==> src/logic/mcsr_pkg.sv <==
// Constants, codes and carriers shared by the core special-register bank.
package mcsr_pkg;

  // Counter and return stack geometry.
  localparam int PC_W  = 10;
  localparam int STK_D = 5;

  // Data-memory offsets of the registers held here.
  localparam logic [5:0] A_IND_PORT = 6'h00;
  localparam logic [5:0] A_TMR      = 6'h01;
  localparam logic [5:0] A_PC_LOW   = 6'h02;
  localparam logic [5:0] A_STATUS   = 6'h03;
  localparam logic [5:0] A_IND_PTR  = 6'h04;
  localparam logic [5:0] A_PORT_A   = 6'h05;
  localparam logic [5:0] A_PORT_B   = 6'h06;
  localparam logic [5:0] A_GPR7     = 6'h07;
  localparam logic [5:0] A_PWR_CTL  = 6'h08;
  localparam logic [5:0] A_WAKE     = 6'h09;
  localparam logic [5:0] A_HIBUF    = 6'h0a;
  localparam logic [5:0] A_GPR_LO   = 6'h10;

  // Status bit positions.
  localparam int ST_C   = 0;
  localparam int ST_HC  = 1;
  localparam int ST_Z   = 2;
  localparam int ST_PWD = 3;
  localparam int ST_TMO = 4;

  // Power control bit positions.
  localparam int PW_WDOG     = 7;
  localparam int PW_INT_ROLE = 6;
  localparam int PW_LVD      = 5;
  localparam int PW_RES_OPT  = 4;

  // Reset values.
  localparam logic [PC_W-1:0] RST_PC   = 10'h3ff;
  localparam logic [7:0]      RST_STAT = 8'h18;
  localparam logic [7:0]      RST_POWER_CONTROL = 8'h00;
  localparam logic [7:0]      RST_WAKE = 8'h00;
  localparam logic [7:0]      PTR_TOP  = 8'hc0;

  // Program counter actions, one-hot.
  typedef enum logic [4:0] {
    PC_HOLD = 5'h01,
    PC_STEP = 5'h02,
    PC_JUMP = 5'h04,
    PC_CALL = 5'h08,
    PC_RET  = 5'h10
  } mcsr_pcop_e;

  // Flag-affecting ALU operation classes, one-hot.
  typedef enum logic [5:0] {
    ALU_NONE  = 6'h01,
    ALU_ADD   = 6'h02,
    ALU_SUB   = 6'h04,
    ALU_RRC   = 6'h08,
    ALU_RLC   = 6'h10,
    ALU_LOGIC = 6'h20
  } mcsr_aluop_e;

  // One register-file access from the core.
  typedef struct packed {
    logic       rd;
    logic       wr;
    logic [5:0] addr;
    logic [7:0] wdata;
  } mcsr_req_s;

  // Operands of the flag-affecting operation.
  typedef struct packed {
    mcsr_aluop_e op;
    logic [7:0]  a;
    logic [7:0]  b;
  } mcsr_alu_s;

  // Timer hooks held in the write-only option register.
  typedef struct packed {
    logic timer_source_select;
    logic timer_edge_select;
    logic prescaler_assign;
  } mcsr_opt_s;

endpackage : mcsr_pkg

==> src/logic/mcsr_regs.sv <==
// Low special-function register bank of the 8-bit accumulator core.
`timescale 1ns/10ps
module mcsr_regs
  import mcsr_pkg::*;
(
  input  wire logic                     clk,
  input  wire logic                     rst,
  input  wire logic                     step,
  input  wire mcsr_pkg::mcsr_req_s      req,
  input  wire mcsr_pkg::mcsr_alu_s      alu,
  input  wire mcsr_pkg::mcsr_pcop_e     pc_op,
  input  wire logic [mcsr_pkg::PC_W-1:0] pc_target,
  input  wire mcsr_pkg::mcsr_opt_s      opt,
  input  wire logic                     timer_external_clock_pin,
  input  wire logic                     tof_clr,
  input  wire logic                     watchdog_clear_instruction,
  input  wire logic                     sleep_ins,
  input  wire logic                     wdt_overflow,
  input  wire logic [7:0]               pin_a,
  input  wire logic [7:0]               pin_b,
  output logic [7:0]                    rd_data,
  output logic [mcsr_pkg::PC_W-1:0]     pc,
  output logic [7:0]                    status_flags,
  output logic [7:0]                    port_a_data,
  output logic [7:0]                    port_b_data,
  output logic [7:0]                    power_control,
  output logic [7:0]                    wake_en,
  output logic                          ext_int_path,
  output logic [7:0]                    timer_count,
  output logic                          tmr_ovf,
  output logic                          timer_overflow_flag,
  output logic                          presc_clr
);
  import mcsr_pkg::*;

  // Effective address decode, shared by the read and write paths.
  function automatic logic [5:0] mcsr_ea(input logic [5:0] a, input logic [7:0] f);
    return (a == A_IND_PORT) ? f[5:0] : a;
  endfunction : mcsr_ea

  // True for locations that are plain storage.
  function automatic logic mcsr_is_gpr(input logic [5:0] a);
    return (a == A_GPR7) || (a >= A_GPR_LO);
  endfunction : mcsr_is_gpr

  logic [7:0]      ind_ptr;              // Indirect pointer, top bits held at one.
  logic [1:0]      high_bits_buffer;     // Staging for counter bits 9..8.
  logic [7:0]      gpr [0:63];           // Storage for general locations.
  logic [PC_W-1:0] stk [0:STK_D-1];      // Return stack entries.
  logic [2:0]      sp;                   // Next free stack slot.
  logic [2:0]      sp_top;               // Slot holding the top entry.
  logic [5:0]      ea;                   // Effective address of this access.
  logic            wr_ok;                // Write allowed to land.
  logic [7:0]      next_rd;              // Read mux result.
  logic            pin_q;                // Previous timer pin level.
  logic            tmr_inc;              // Timer source event.
  logic            upd_c;                // Carry owned by flag logic.
  logic            upd_dc;               // Half carry owned by flag logic.
  logic            upd_z;                // Zero owned by flag logic.
  logic            nc;                   // New carry.
  logic            ndc;                  // New half carry.
  logic            nz;                   // New zero.
  logic [8:0]      sum9;                 // Full-width add for carry.
  logic [4:0]      sum5;                 // Low nibble add for half carry.

  // The pointer substitutes for location zero; a write that still lands
  // on location zero is dropped since there is no storage behind it.
  assign ea    = mcsr_ea(req.addr, ind_ptr);
  assign wr_ok = req.wr && (ea != A_IND_PORT);

  // Top entry sits one below the free slot, wrapping round the ring.
  assign sp_top = (sp == 3'h0) ? 3'(STK_D - 1) : sp - 3'h1;

  // Pin events are plain synchronous inputs; only edge memory is kept.
  always_ff @(posedge clk) begin
    if (rst) begin
      pin_q <= 1'b0;
    end else begin
      pin_q <= timer_external_clock_pin;
    end
  end

  // Source choice: the instruction clock or one chosen pin edge.
  always_comb begin
    if (opt.timer_source_select) begin
      if (opt.timer_edge_select) begin
        tmr_inc = pin_q && !timer_external_clock_pin;
      end else begin
        tmr_inc = !pin_q && timer_external_clock_pin;
      end
    end else begin
      tmr_inc = step;
    end
  end

  // Timer count; a software write wins over a count in the same cycle.
  always_ff @(posedge clk) begin
    if (rst) begin
      timer_count <= 8'h00;
      tmr_ovf     <= 1'b0;
      presc_clr   <= 1'b0;
    end else begin
      tmr_ovf   <= 1'b0;
      presc_clr <= 1'b0;
      if (wr_ok && ea == A_TMR) begin
        timer_count <= req.wdata;
        presc_clr   <= !opt.prescaler_assign;
      end else if (tmr_inc) begin
        timer_count <= timer_count + 8'h01;
        tmr_ovf     <= (timer_count == 8'hff);
      end
    end
  end

  // Overflow flag; a new overflow wins over a clear in the same cycle.
  always_ff @(posedge clk) begin
    if (rst) begin
      timer_overflow_flag <= 1'b0;
    end else if (tmr_ovf) begin
      timer_overflow_flag <= 1'b1;
    end else if (tof_clr) begin
      timer_overflow_flag <= 1'b0;
    end
  end

  // Flag results for the operation classes that touch zero, half carry and carry.
  // Subtraction adds the two's complement, so carry out means no borrow.
  always_comb begin
    sum9   = 9'h000;
    sum5   = 5'h00;
    upd_c  = 1'b0;
    upd_dc = 1'b0;
    upd_z  = 1'b0;
    nc     = 1'b0;
    ndc    = 1'b0;
    nz     = 1'b0;
    case (alu.op)
      ALU_ADD: begin
        sum9   = {1'b0, alu.a} + {1'b0, alu.b};
        sum5   = {1'b0, alu.a[3:0]} + {1'b0, alu.b[3:0]};
        upd_c  = 1'b1;
        upd_dc = 1'b1;
        upd_z  = 1'b1;
        nc     = sum9[8];
        ndc    = sum5[4];
        nz     = (sum9[7:0] == 8'h00);
      end
      ALU_SUB: begin
        sum9   = {1'b0, alu.a} + {1'b0, ~alu.b} + 9'h001;
        sum5   = {1'b0, alu.a[3:0]} + {1'b0, ~alu.b[3:0]} + 5'h01;
        upd_c  = 1'b1;
        upd_dc = 1'b1;
        upd_z  = 1'b1;
        nc     = sum9[8];
        ndc    = sum5[4];
        nz     = (sum9[7:0] == 8'h00);
      end
      ALU_RRC: begin
        upd_c = 1'b1;
        nc    = alu.a[0];
      end
      ALU_RLC: begin
        upd_c = 1'b1;
        nc    = alu.a[7];
      end
      ALU_LOGIC: begin
        upd_z = 1'b1;
        nz    = (alu.a == 8'h00);
      end
      default: begin
        upd_c = 1'b0;
      end
    endcase
  end

  // Status: while any flag operation runs, a write leaves all three low
  // flags alone, so flags the operation does not touch keep their value.
  always_ff @(posedge clk) begin
    if (rst) begin
      status_flags <= RST_STAT;
    end else begin
      if (wr_ok && ea == A_STATUS) begin
        status_flags[7:5] <= req.wdata[7:5];
        if (!(upd_c || upd_dc || upd_z)) begin
          status_flags[2:0] <= req.wdata[2:0];
        end
      end
      if (upd_c) begin
        status_flags[ST_C] <= nc;
      end
      if (upd_dc) begin
        status_flags[ST_HC] <= ndc;
      end
      if (upd_z) begin
        status_flags[ST_Z] <= nz;
      end
      // Set events win if they coincide with a clearing one.
      if (watchdog_clear_instruction) begin
        status_flags[ST_PWD] <= 1'b1;
      end else if (sleep_ins) begin
        status_flags[ST_PWD] <= 1'b0;
      end
      if (watchdog_clear_instruction || sleep_ins) begin
        status_flags[ST_TMO] <= 1'b1;
      end else if (wdt_overflow) begin
        status_flags[ST_TMO] <= 1'b0;
      end
    end
  end

  // Pointer, latches, power control and the high buffer.
  always_ff @(posedge clk) begin
    if (rst) begin
      ind_ptr          <= PTR_TOP;
      port_a_data      <= 8'h00;
      port_b_data      <= 8'h00;
      power_control    <= RST_POWER_CONTROL;
      high_bits_buffer <= 2'b00;
    end else if (wr_ok) begin
      case (ea)
        A_IND_PTR: ind_ptr <= PTR_TOP | req.wdata;
        A_PORT_A:  port_a_data <= req.wdata;
        A_PORT_B:  port_b_data <= req.wdata;
        A_PWR_CTL: power_control <= {req.wdata[7:4], 4'h0};
        A_HIBUF:   high_bits_buffer <= req.wdata[1:0];
        default:   ind_ptr <= ind_ptr;
      endcase
    end
  end

  // Wake enables as seen by the change detector, pin zero masked in the
  // interrupt role; the output is a second flop fed from the software copy, one cycle behind it.
  logic [7:0] wake_reg;                  // Software copy of the wake enables.
  always_ff @(posedge clk) begin
    if (rst) begin
      wake_reg     <= RST_WAKE;
      wake_en      <= RST_WAKE;
      ext_int_path <= 1'b0;
    end else begin
      if (wr_ok && ea == A_WAKE) begin
        wake_reg <= req.wdata;
      end
      wake_en      <= wake_reg & ~{7'h00, power_control[PW_INT_ROLE]};
      ext_int_path <= power_control[PW_INT_ROLE];
    end
  end

  // Plain storage has no reset; software initialises it.
  always_ff @(posedge clk) begin
    if (wr_ok && mcsr_is_gpr(ea)) begin
      gpr[ea] <= req.wdata;
    end
  end

  // Counter and stack. Branches beat a low-byte write, which beats a step.
  always_ff @(posedge clk) begin
    if (rst) begin
      pc <= RST_PC;
      sp <= 3'h0;
    end else begin
      case (pc_op)
        PC_JUMP: pc <= pc_target;
        PC_CALL: begin
          stk[sp] <= pc;
          sp      <= (sp == 3'(STK_D - 1)) ? 3'h0 : sp + 3'h1;
          pc      <= pc_target;
        end
        PC_RET: begin
          pc <= stk[sp_top];
          sp <= sp_top;
        end
        PC_STEP: begin
          if (wr_ok && ea == A_PC_LOW) begin
            pc <= {high_bits_buffer, req.wdata};
          end else begin
            pc <= pc + 10'h001;
          end
        end
        default: begin
          if (wr_ok && ea == A_PC_LOW) begin
            pc <= {high_bits_buffer, req.wdata};
          end
        end
      endcase
    end
  end

  // Read mux; location zero reached through a zero pointer reads 00h.
  always_comb begin
    case (ea)
      A_IND_PORT: next_rd = 8'h00;
      A_TMR:      next_rd = timer_count;
      A_PC_LOW:   next_rd = pc[7:0];
      A_STATUS:   next_rd = status_flags;
      A_IND_PTR:  next_rd = ind_ptr | PTR_TOP;
      A_PORT_A:   next_rd = pin_a;
      A_PORT_B:   next_rd = pin_b;
      A_PWR_CTL:  next_rd = {power_control[7:4], 4'h0};
      A_WAKE:     next_rd = wake_reg;
      A_HIBUF:    next_rd = {6'h00, high_bits_buffer};
      default:    next_rd = mcsr_is_gpr(ea) ? gpr[ea] : 8'h00;
    endcase
  end

  // Read data is registered, valid the cycle after the request.
  always_ff @(posedge clk) begin
    if (rst) begin
      rd_data <= 8'h00;
    end else if (req.rd) begin
      rd_data <= next_rd;
    end
  end
endmodule : mcsr_regs

==> config.mk <==
export PLATFORM = sky130hd
export DESIGN_NAME = mcsr_regs
export DESIGN_NICKNAME = d
export VERILOG_FILES = /design/src/logic/mcsr_pkg.sv /design/src/logic/mcsr_regs.sv
export SDC_FILE = /design/constraint.sdc
export NUM_CORES = 1
export LEC_CHECK = 0
export BUFFER_PORTS_ARGS = -buffer_cell sky130_fd_sc_hd__buf_4
export CAP_MARGIN = 10
export CORE_MARGIN = 3
export CORE_UTILIZATION = 45
export CTS_CLUSTER_SIZE = 10
export DETAILED_ROUTE_END_ITERATION = 10
export GPL_TIMING_DRIVEN = 0
export MAX_ROUTING_LAYER = met4
export PLACE_DENSITY = 0.62
export SETUP_SLACK_MARGIN = 0.4
export SYNTH_ARGS = -nofsm -noshare
export SYNTH_HDL_FRONTEND = slang
export SYNTH_SLANG_ARGS = --single-unit
==> constraint.sdc <==
create_clock -name clk -period 4.5 [get_ports clk]
set_input_delay 1.125 -clock clk [delete_from_list [all_inputs] [get_ports clk]]
set_output_delay 1.125 -clock clk [all_outputs]
set_load 0.03 [all_outputs]
# Word-level counts from Yosys, hierarchy flattened
# Memories as Yosys holds them, arrays and structs flattened.
# Index checks and enable logic that the tools add are counted.
# totals
ff_bits,86
ramBits,562
in_bits,80
wordCells,141
n_memories,2
# memory_table
name,words,word_bits,rd,rd_ports_with_merged_regs,write_ports,line_no,rtl
gpr,64,8,1,0,1,mcsr_regs.sv:48,logic [7:0] gpr [0:63];
stk,5,10,1,0,1,mcsr_regs.sv:49,logic [PC_W-1:0] stk [0:STK_D-1];
# op_classes
n_addsub,10
magnitude_cmp,1
eq_ne,24
mux,31
n_bitwise,6
n_reduce_logical,45
# ops
operator,n
8-bit one-hot mux with 10 select lines,1
6-bit by 3-bit == test with 1-bit output (second input constant),5
10-bit one-hot mux with 3 select lines,1
6-bit by 4-bit == test with 1-bit output (second input constant),4
8-bit logical NOT,3
8-bit two-way mux,3
10-bit two-way mux,2
8-bit by 8-bit adder with 9-bit output,2
6-bit by 2-bit == test with 1-bit output (second input constant),3
2-bit AND reduction,8
1-bit two-way mux,15
6-bit logical NOT,2
3-bit two-way mux,4
2-bit nonzero test,6
10-bit by 1-bit adder with 10-bit output (second input constant),1
4-bit by 4-bit adder with 5-bit output,2
2-bit OR reduction,5
9-bit by 1-bit adder with 9-bit output (second input constant),1
8-bit by 1-bit adder with 8-bit output (second input constant),1
8-bit AND,1
8-bit == test (second input constant),1
1-bit logical AND,8
1-bit inverter with 8-bit output,1
8-bit inverter,1
27 further kinds,36

# Longest topological paths before layout
# Gate-level depths: netlist (run 1).
# logic_depth
ltp_word,8
ltp_mapped,13
depth_no_buf,10

# Worst setup path after synthesis (run 1)
# No wires, ideal clock.
# synth_timing
path_kind,input-to-reg
from,input port req[9] (netlist name)
to,"memory gpr[7][0], enable pin"
t_arrival_ps,3440
required_time_ps,4117
slack_ps,676
cell_stages,9
path_cell_list,buf_2 > or2_1 > o21ai_0 > o21a_1 > clkbuf_1 > nand2b_1 > nor2_1 > nand2_1 > nor3_1
# synth_via
elab_chain_cells,7
# synth_rtl
element,line_no,rtl
start: declaration,mcsr_regs.sv:9,"input wire mcsr_pkg::mcsr_req_s req,"
6-bit logical NOT,mcsr_regs.sv:38,return (a == A_IND_PORT) ? f[5:0] : a;
6-bit two-way mux *,mcsr_regs.sv:38,
6-bit by 5-bit >= comparator with 1-bit output (tied with other cells),mcsr_regs.sv:43,return (a == A_GPR7) || (a >= A_GPR_LO);
1-bit logical OR / 1-bit logical AND (equally long branches),"mcsr_regs.sv:43, mcsr_regs.sv:69",
1-bit logical AND,mcsr_regs.sv:250,if (wr_ok && mcsr_is_gpr(ea)) begin
1-bit two-way mux,mcsr_regs.sv:250,
1-bit two-way mux (not written as such),mcsr_regs.sv:251,gpr[ea] <= req.wdata;
end: declaration,mcsr_regs.sv:48,
# Mark *: on every way between the ends. The rest lies on a longest branch, timed or not.

# Worst setup path after layout (run 1)
# layout_timing
from,input port req[12] (netlist name)
to,"memory gpr[21][4], enable pin"
# Same word-level chain as after synthesis.

==> flow_summary.yaml, run 1 <==
drt:
  ant_nets: 0
  route.detailed.drc: 0
  firstDrtPassIters: 8
  drt_iter0_markers: 2504
  vias: 18600
  wire_per_inst_um: 27.9
  drt-vias-per-instance: 6.06
  wl_met3_um: 10200
  wirelength_met1_um: 33400
  dr_wl_met2_um: 38900
  highest_layer: "met4"
  routed_wl_um: 85600
place:
  hpwl_um: 56700
  dp.cells: 2950
  numPortBuffers: 139
  gp_congestion: 0.962
  dpl_worst_slack_ns: -0.865
timing:
  hold_viol: 0
  hold_ws_ns: 0.486
  drv_slew: 0
  postLayoutSetupSlackWorst_ns: 0.0832
  tightest_slew_ns: 1.13
  setup_viol: 0
  slew_headroom: 0.247
  fmax_ghz: 0.226
  setup_tns_ns: 0
  rsz0062_at_grt: "yes"
  period_minus_slack_ns: 4.42
  period_share: 0.982
  finClkSkew_ns: 0.0295
grt:
  grt_pass1_wl_um: 123000
  grt_pass1_vias: 17600
  track_usage: 0.295
  grt_overflow: 0
  antenna_found_initial: 0
  grt_max_degree: 72
cells_and_area:
  drive_gt1_frac: 0.170
  reg_top3: "gpr (468), stk (50), pc (10)"
  syn2layout_area_growth_pct: 19.1
  diodes: 0
  multiInputGateArea_sq_um: 7820
  layout_commonest_cell: "edfxtp_1"
  final_cell_mix: "518 x edfxtp_1, 305 x nand2_1, 155 x buf_4"
  top_register: "gpr"
  final_nets: 2400
  register_area_sq_um: 17300
  largest_reg_flops: 468
  fillers: 4670
  fin_cells: 3072
clock_tree:
  holdBufCountCts: 0
  insertion_delay_ns: 0.62
  clockRootBuffer: "clkbuf_16"
  clockBufferDepth: 3
  h-tree-depth: 3
  cts_buffers: 71
  cts.sinks: 604
  clkSlewWorstSetupHoldPaths_ns: 0.06
  cts_tree: "yes"
critical_path:
  crit_type: "in -> reg"
  critPathMaxStageDelay_ns: 0.73
  startpoint_type: "input pin"
  cp_cell_sequence: "buf_4, nor4_4, a31oi_2, clkbuf_1, buf_1, nor2_1, nand2_1, nor2_2"
  worstPathMaxFanout: 10
  slowest_stage: "nor2_2"
  cp_num_buf_inv: 3
  worstPathArrival_ns: 4.66
  critPathRequiredTime_ns: 4.74
  end_kind: "flip-flop"
  crit_family: "simple AND/OR/NAND/NOR gates"
synth:
  syn_area_sq_um: 25100
  synthFlopType: "edfxtp_1"
  synth_edf_count: 518
  synth_seq_area_share: 0.688
  yosys_warnings: 0
  yosys.area.top_type: "edfxtp_1"
  synthTopCellsByArea: "edfxtp_1 62%, dfxtp_1 6.9%, nand2_1 4.6%"
  async_flop_share: 0
  synth_seq_cells: 604
  synth_top_area_frac: 0.620
  syn_avg_cell_area_sq_um: 12.6
  synthCells: 1989
  yosysUniqueCellTypes: 77
pwr:
  power.density_nw_per_um2: 415
  p_leak_nw: 10.3
  ir_worst_vdd_uv: 284
floorplanning:
  initial_utilization: 0.461
  die_area_sq_um: 58700
  dieHeight_um: 242
  coreArea_sq_um: 54500
  std_cell_rows: 85
  die_w_um: 242
  ios: 150
job:
  maxCapViolations: 0
outcome:
  status: "finished, final reports clean"
worst_hold_path:
  hp-class: "reg -> reg"
final timing paths:
check	from	to	slack, ns	cells after the start
hold / removal	wake_reg[2]	wake_reg[2]	0.49	2
hold reg to reg	wake_reg[2]	wake_reg[2]	0.49	2
setup / recovery	req[12]	gpr[21][4]	0.08	8
setup reg to reg	ind_ptr[0]	rd_data[0]	0.69	10
stage by stage:
stage | power (mW) | utilization | cell area [sq um]
2_1_floorplan | 6.82 | - | 25400
3_3_place_gp | 7.28 | 0.503 | 27400
3_5_place_dp | 7.30 | 0.504 | 27400
4_1_cts | 12.4 | 0.542 | 29500
5_1_grt | 12.7 | 0.549 | 29900
6_report | 12.4 | 0.549 | 29900
worst reg2reg max path: cells and delay by family (launching register included):
family | cells | cell delay, ns
AND/OR/NAND/NOR | 3 | 0.63
buffers and inverters | 3 | 1.44
flip-flops | 1 | 0.30
AO/OA/AOI/OAI | 4 | 1.34
cell families (layout without fill, tap and decap cells):
family / count (synthesis) / after routing / share of synthesized area
xor+xnor: 13 / 13 / 0.00454
simple gates: 730 / 730 / 0.130
fa+ha+maj: 23 / 23 / 0.0118
other cells: 1 / 80 / 0.000149
compound gates: 401 / 401 / 0.106
buf+inv: 144 / 409 / 0.0248
flops: 604 / 604 / 0.688
mux: 73 / 73 / 0.0349
Yosys cell counts, types with 37 or more instances:
library cell  instances
dfxtp_1              86
o21ai_0              69
clkbuf_1             47
a21oi_1              99
nor2_1              174
mux2i_1              55
buf_2                41
nand3_1             113
o22ai_1              38
a31oi_1              37
nand2_1             307
nor3_1               42
edfxtp_1            518
repair_timing:
item / in CTS / in global routing
setup endpoints to repair: 277 / 364
resized for setup: 21 / 74
setup buffers: 0 / 10
pin swaps: 0 / 9
hold endpoints to repair: 0 / 0
routing by layer:
layer,GRT usage,vias to the layer above
li1,-,8056
met4,0.101,0
met1,0.395,9157
met3,0.0680,189
met2,0.446,1223
met5,-,-
cell type report:
cell class,instances,share of cell area
multi-input combinational,1320,0.261
clock buffer,100,0.0641
tap,739,0.0309
buffer,114,0.0175
clock inverter,9,0.00335
inverter,30,0.00377
timing repair buffer,156,0.0409
sequential,604,0.578
power breakdown:
group | internal (mW) | switching [mW] | leakage [nW] | total [mW]
Sequential | 6.18 | 0.0649 | 5.40 | 6.24
Clock | 2.96 | 2.22 | 0.975 | 5.18
Combinational | 0.282 | 0.704 | 3.96 | 0.986
Total | 9.42 | 2.99 | 10.3 | 12.4
Note: power is estimated with default switching activity, not from simulation.
==> run 2: changes to the inputs <==
CELL_PAD_IN_SITES_DETAIL_PLACEMENT = 1   (was not set)
CELL_PAD_IN_SITES_GLOBAL_PLACEMENT = 2   (was not set)
CORE_UTILIZATION = 42   (was 45)
PLACE_DENSITY = 0.79   (was 0.62)
==> run 2 against run 1 <==
Net effect:
- highest routed layer unchanged
- clock power is essentially flat
- clock skew shrank 0.0073 ns
- worst setup slack gained 0.31 ns
- worst hold slack gained 0.0062 ns
- first-iteration DRC count shrank 17%
- critical path depth grew 2
- count of clock-buffer cells in the layout grew 3
- combinational power is essentially flat
- global-route usage grew 0.12 points
- flip-flop and latch count is the same
- sequential share of layout area shrank 0.50 points
- cell count grew 1.0%
==> flow_summary.yaml, run 2 (same netlist as run 1, synthesis figures left out) <==
outcome:
  status: "finished, final reports clean"
cells_and_area:
  diodes: 0
  syn2layout_area_growth_pct: 20.1
  final_nets: 2408
  layout_commonest_cell: "edfxtp_1"
  drive_gt1_frac: 0.176
  top_register: "gpr"
  reg_top3: "gpr (468), stk (50), pc (10)"
  final_cell_mix: "518 x edfxtp_1, 302 x nand2_1, 160 x buf_4"
  fin_cells: 3103
  largest_reg_flops: 468
grt:
  grt_max_degree: 72
  grt_pass1_vias: 19200
  grt_overflow: 0
  grt_pass1_wl_um: 131000
  antenna_found_initial: 1
  track_usage: 0.296
pwr:
  total_power_mw: 12.5
  power.density_nw_per_um2: 413
  p_leak_nw: 10.4
  ir_worst_vdd_uv: 301
clock_tree:
  h-tree-depth: 3
  cts_tree: "yes"
  clockBufferDepth: 3
  insertion_delay_ns: 0.61
  cts_buffers: 71
  clkSlewWorstSetupHoldPaths_ns: 0.05
  clockRootBuffer: "clkbuf_16"
  cts.sinks: 604
  holdBufCountCts: 0
place:
  hpwl_um: 61300
  numPortBuffers: 139
  dp.cells: 2978
  gp_congestion: 0.919
critical_path:
  critPathMaxStageDelay_ns: 0.62
  cp_num_buf_inv: 3
  worstPathArrival_ns: 4.34
  critPathRequiredTime_ns: 4.73
  startpoint_type: "input pin"
  end_kind: "flip-flop"
  slowest_stage: "nor2_2"
  crit_family: "simple AND/OR/NAND/NOR gates"
  crit_type: "in -> reg"
  path_common_cell: "buf_2"
  worstPathMaxFanout: 10
  cp_cell_sequence: "buf_2, nor4_4, a21o_1, buf_2, o21a_1, clkbuf_1, nand2b_1, nor2_1, nand2_1, nor2_2"
drt:
  ant_nets: 0
  firstDrtPassIters: 6
  drt_iter0_markers: 2089
  route.detailed.drc: 0
  wire_per_inst_um: 29.7
  drt-vias-per-instance: 6.08
  routed_wl_um: 92200
  vias: 18900
timing:
  slew_headroom: 0.209
  hold_ws_ns: 0.492
  tightest_slew_ns: 1.19
  hold_viol: 0
  setup_tns_ns: 0
  setup_viol: 0
  drv_slew: 0
  fmax_ghz: 0.243
  finClkSkew_ns: 0.0222
  period_minus_slack_ns: 4.11
  rsz0062_at_grt: "yes"
  period_share: 0.914
floorplanning:
  die_area_sq_um: 62700
  initial_utilization: 0.430
  ios: 150
  std_cell_rows: 88
  dieHeight_um: 250
  die_w_um: 250
  coreArea_sq_um: 58400
job:
  maxCapViolations: 0
worst_hold_path:
  hp-class: "reg -> reg"
run 2: layout make-up:
class                      instances  area (sq um)
fill                            6032         28200
sequential                       604         17300
multi-input combinational       1320          7900
clock buffer                     103          1990
timing repair buffer             164          1340
tap                              765           957
buffer                           114           546
inverter                          30           113
clock inverter                     3          33.8
run 2: what timing repair did:
| item | in CTS | in global routing |
|---|---|---|
| setup buffers | 7 | 12 |
| resized for setup | 81 | 50 |
| endpoints found under the setup margin | 361 | 382 |
| pin swaps | 4 | 10 |
run 2: worst paths after layout:
| path | cells after the start | slack [ns] | end | from |
|---|---|---|---|---|
| setup / recovery | 10 | 0.39 | gpr[58][0] | req[11] |
| hold / removal | 1 | 0.49 | wake_en[5] | wake_reg[5] |
| setup reg to reg | 10 | 0.74 | gpr[58][0] | ind_ptr[0] |
| hold reg to reg | 1 | 0.49 | wake_en[5] | wake_reg[5] |
run 2: worst reg2reg max path: cells and delay by family, from the launching register on:
family,cells,cell delay [ns]
flops,1,0.30
buf+inv,3,1.09
compound gates,2,0.28
simple gates,5,1.72
run 2: per-stage QoR:
stage | util | instance area (sq um) | worst slack [ns]
4_1_cts | 0.512 | 29800 | 0.203
3_3_place_gp | 0.470 | 27400 | -1.75
2_1_floorplan | - | 25400 | 0.676
3_5_place_dp | 0.471 | 27500 | -0.835
6_report | 0.517 | 30200 | 0.389
5_1_grt | 0.517 | 30200 | 0.205
run 2: routing by layer:
layer  wire length, um  global-route usage  vias up
li1                  -                   -     8063
met1             37600               0.384     9671
met2             44000               0.477      937
met3              7330              0.0515      199
met4              3290              0.0944        0
met5                 0                   -        -
run 2: where the power goes:
group	internal [mW]	total [mW]	switching, mW
sequential	6.18	6.24	0.0641
combinational	0.285	1.01	0.723
clock	3.04	5.21	2.17
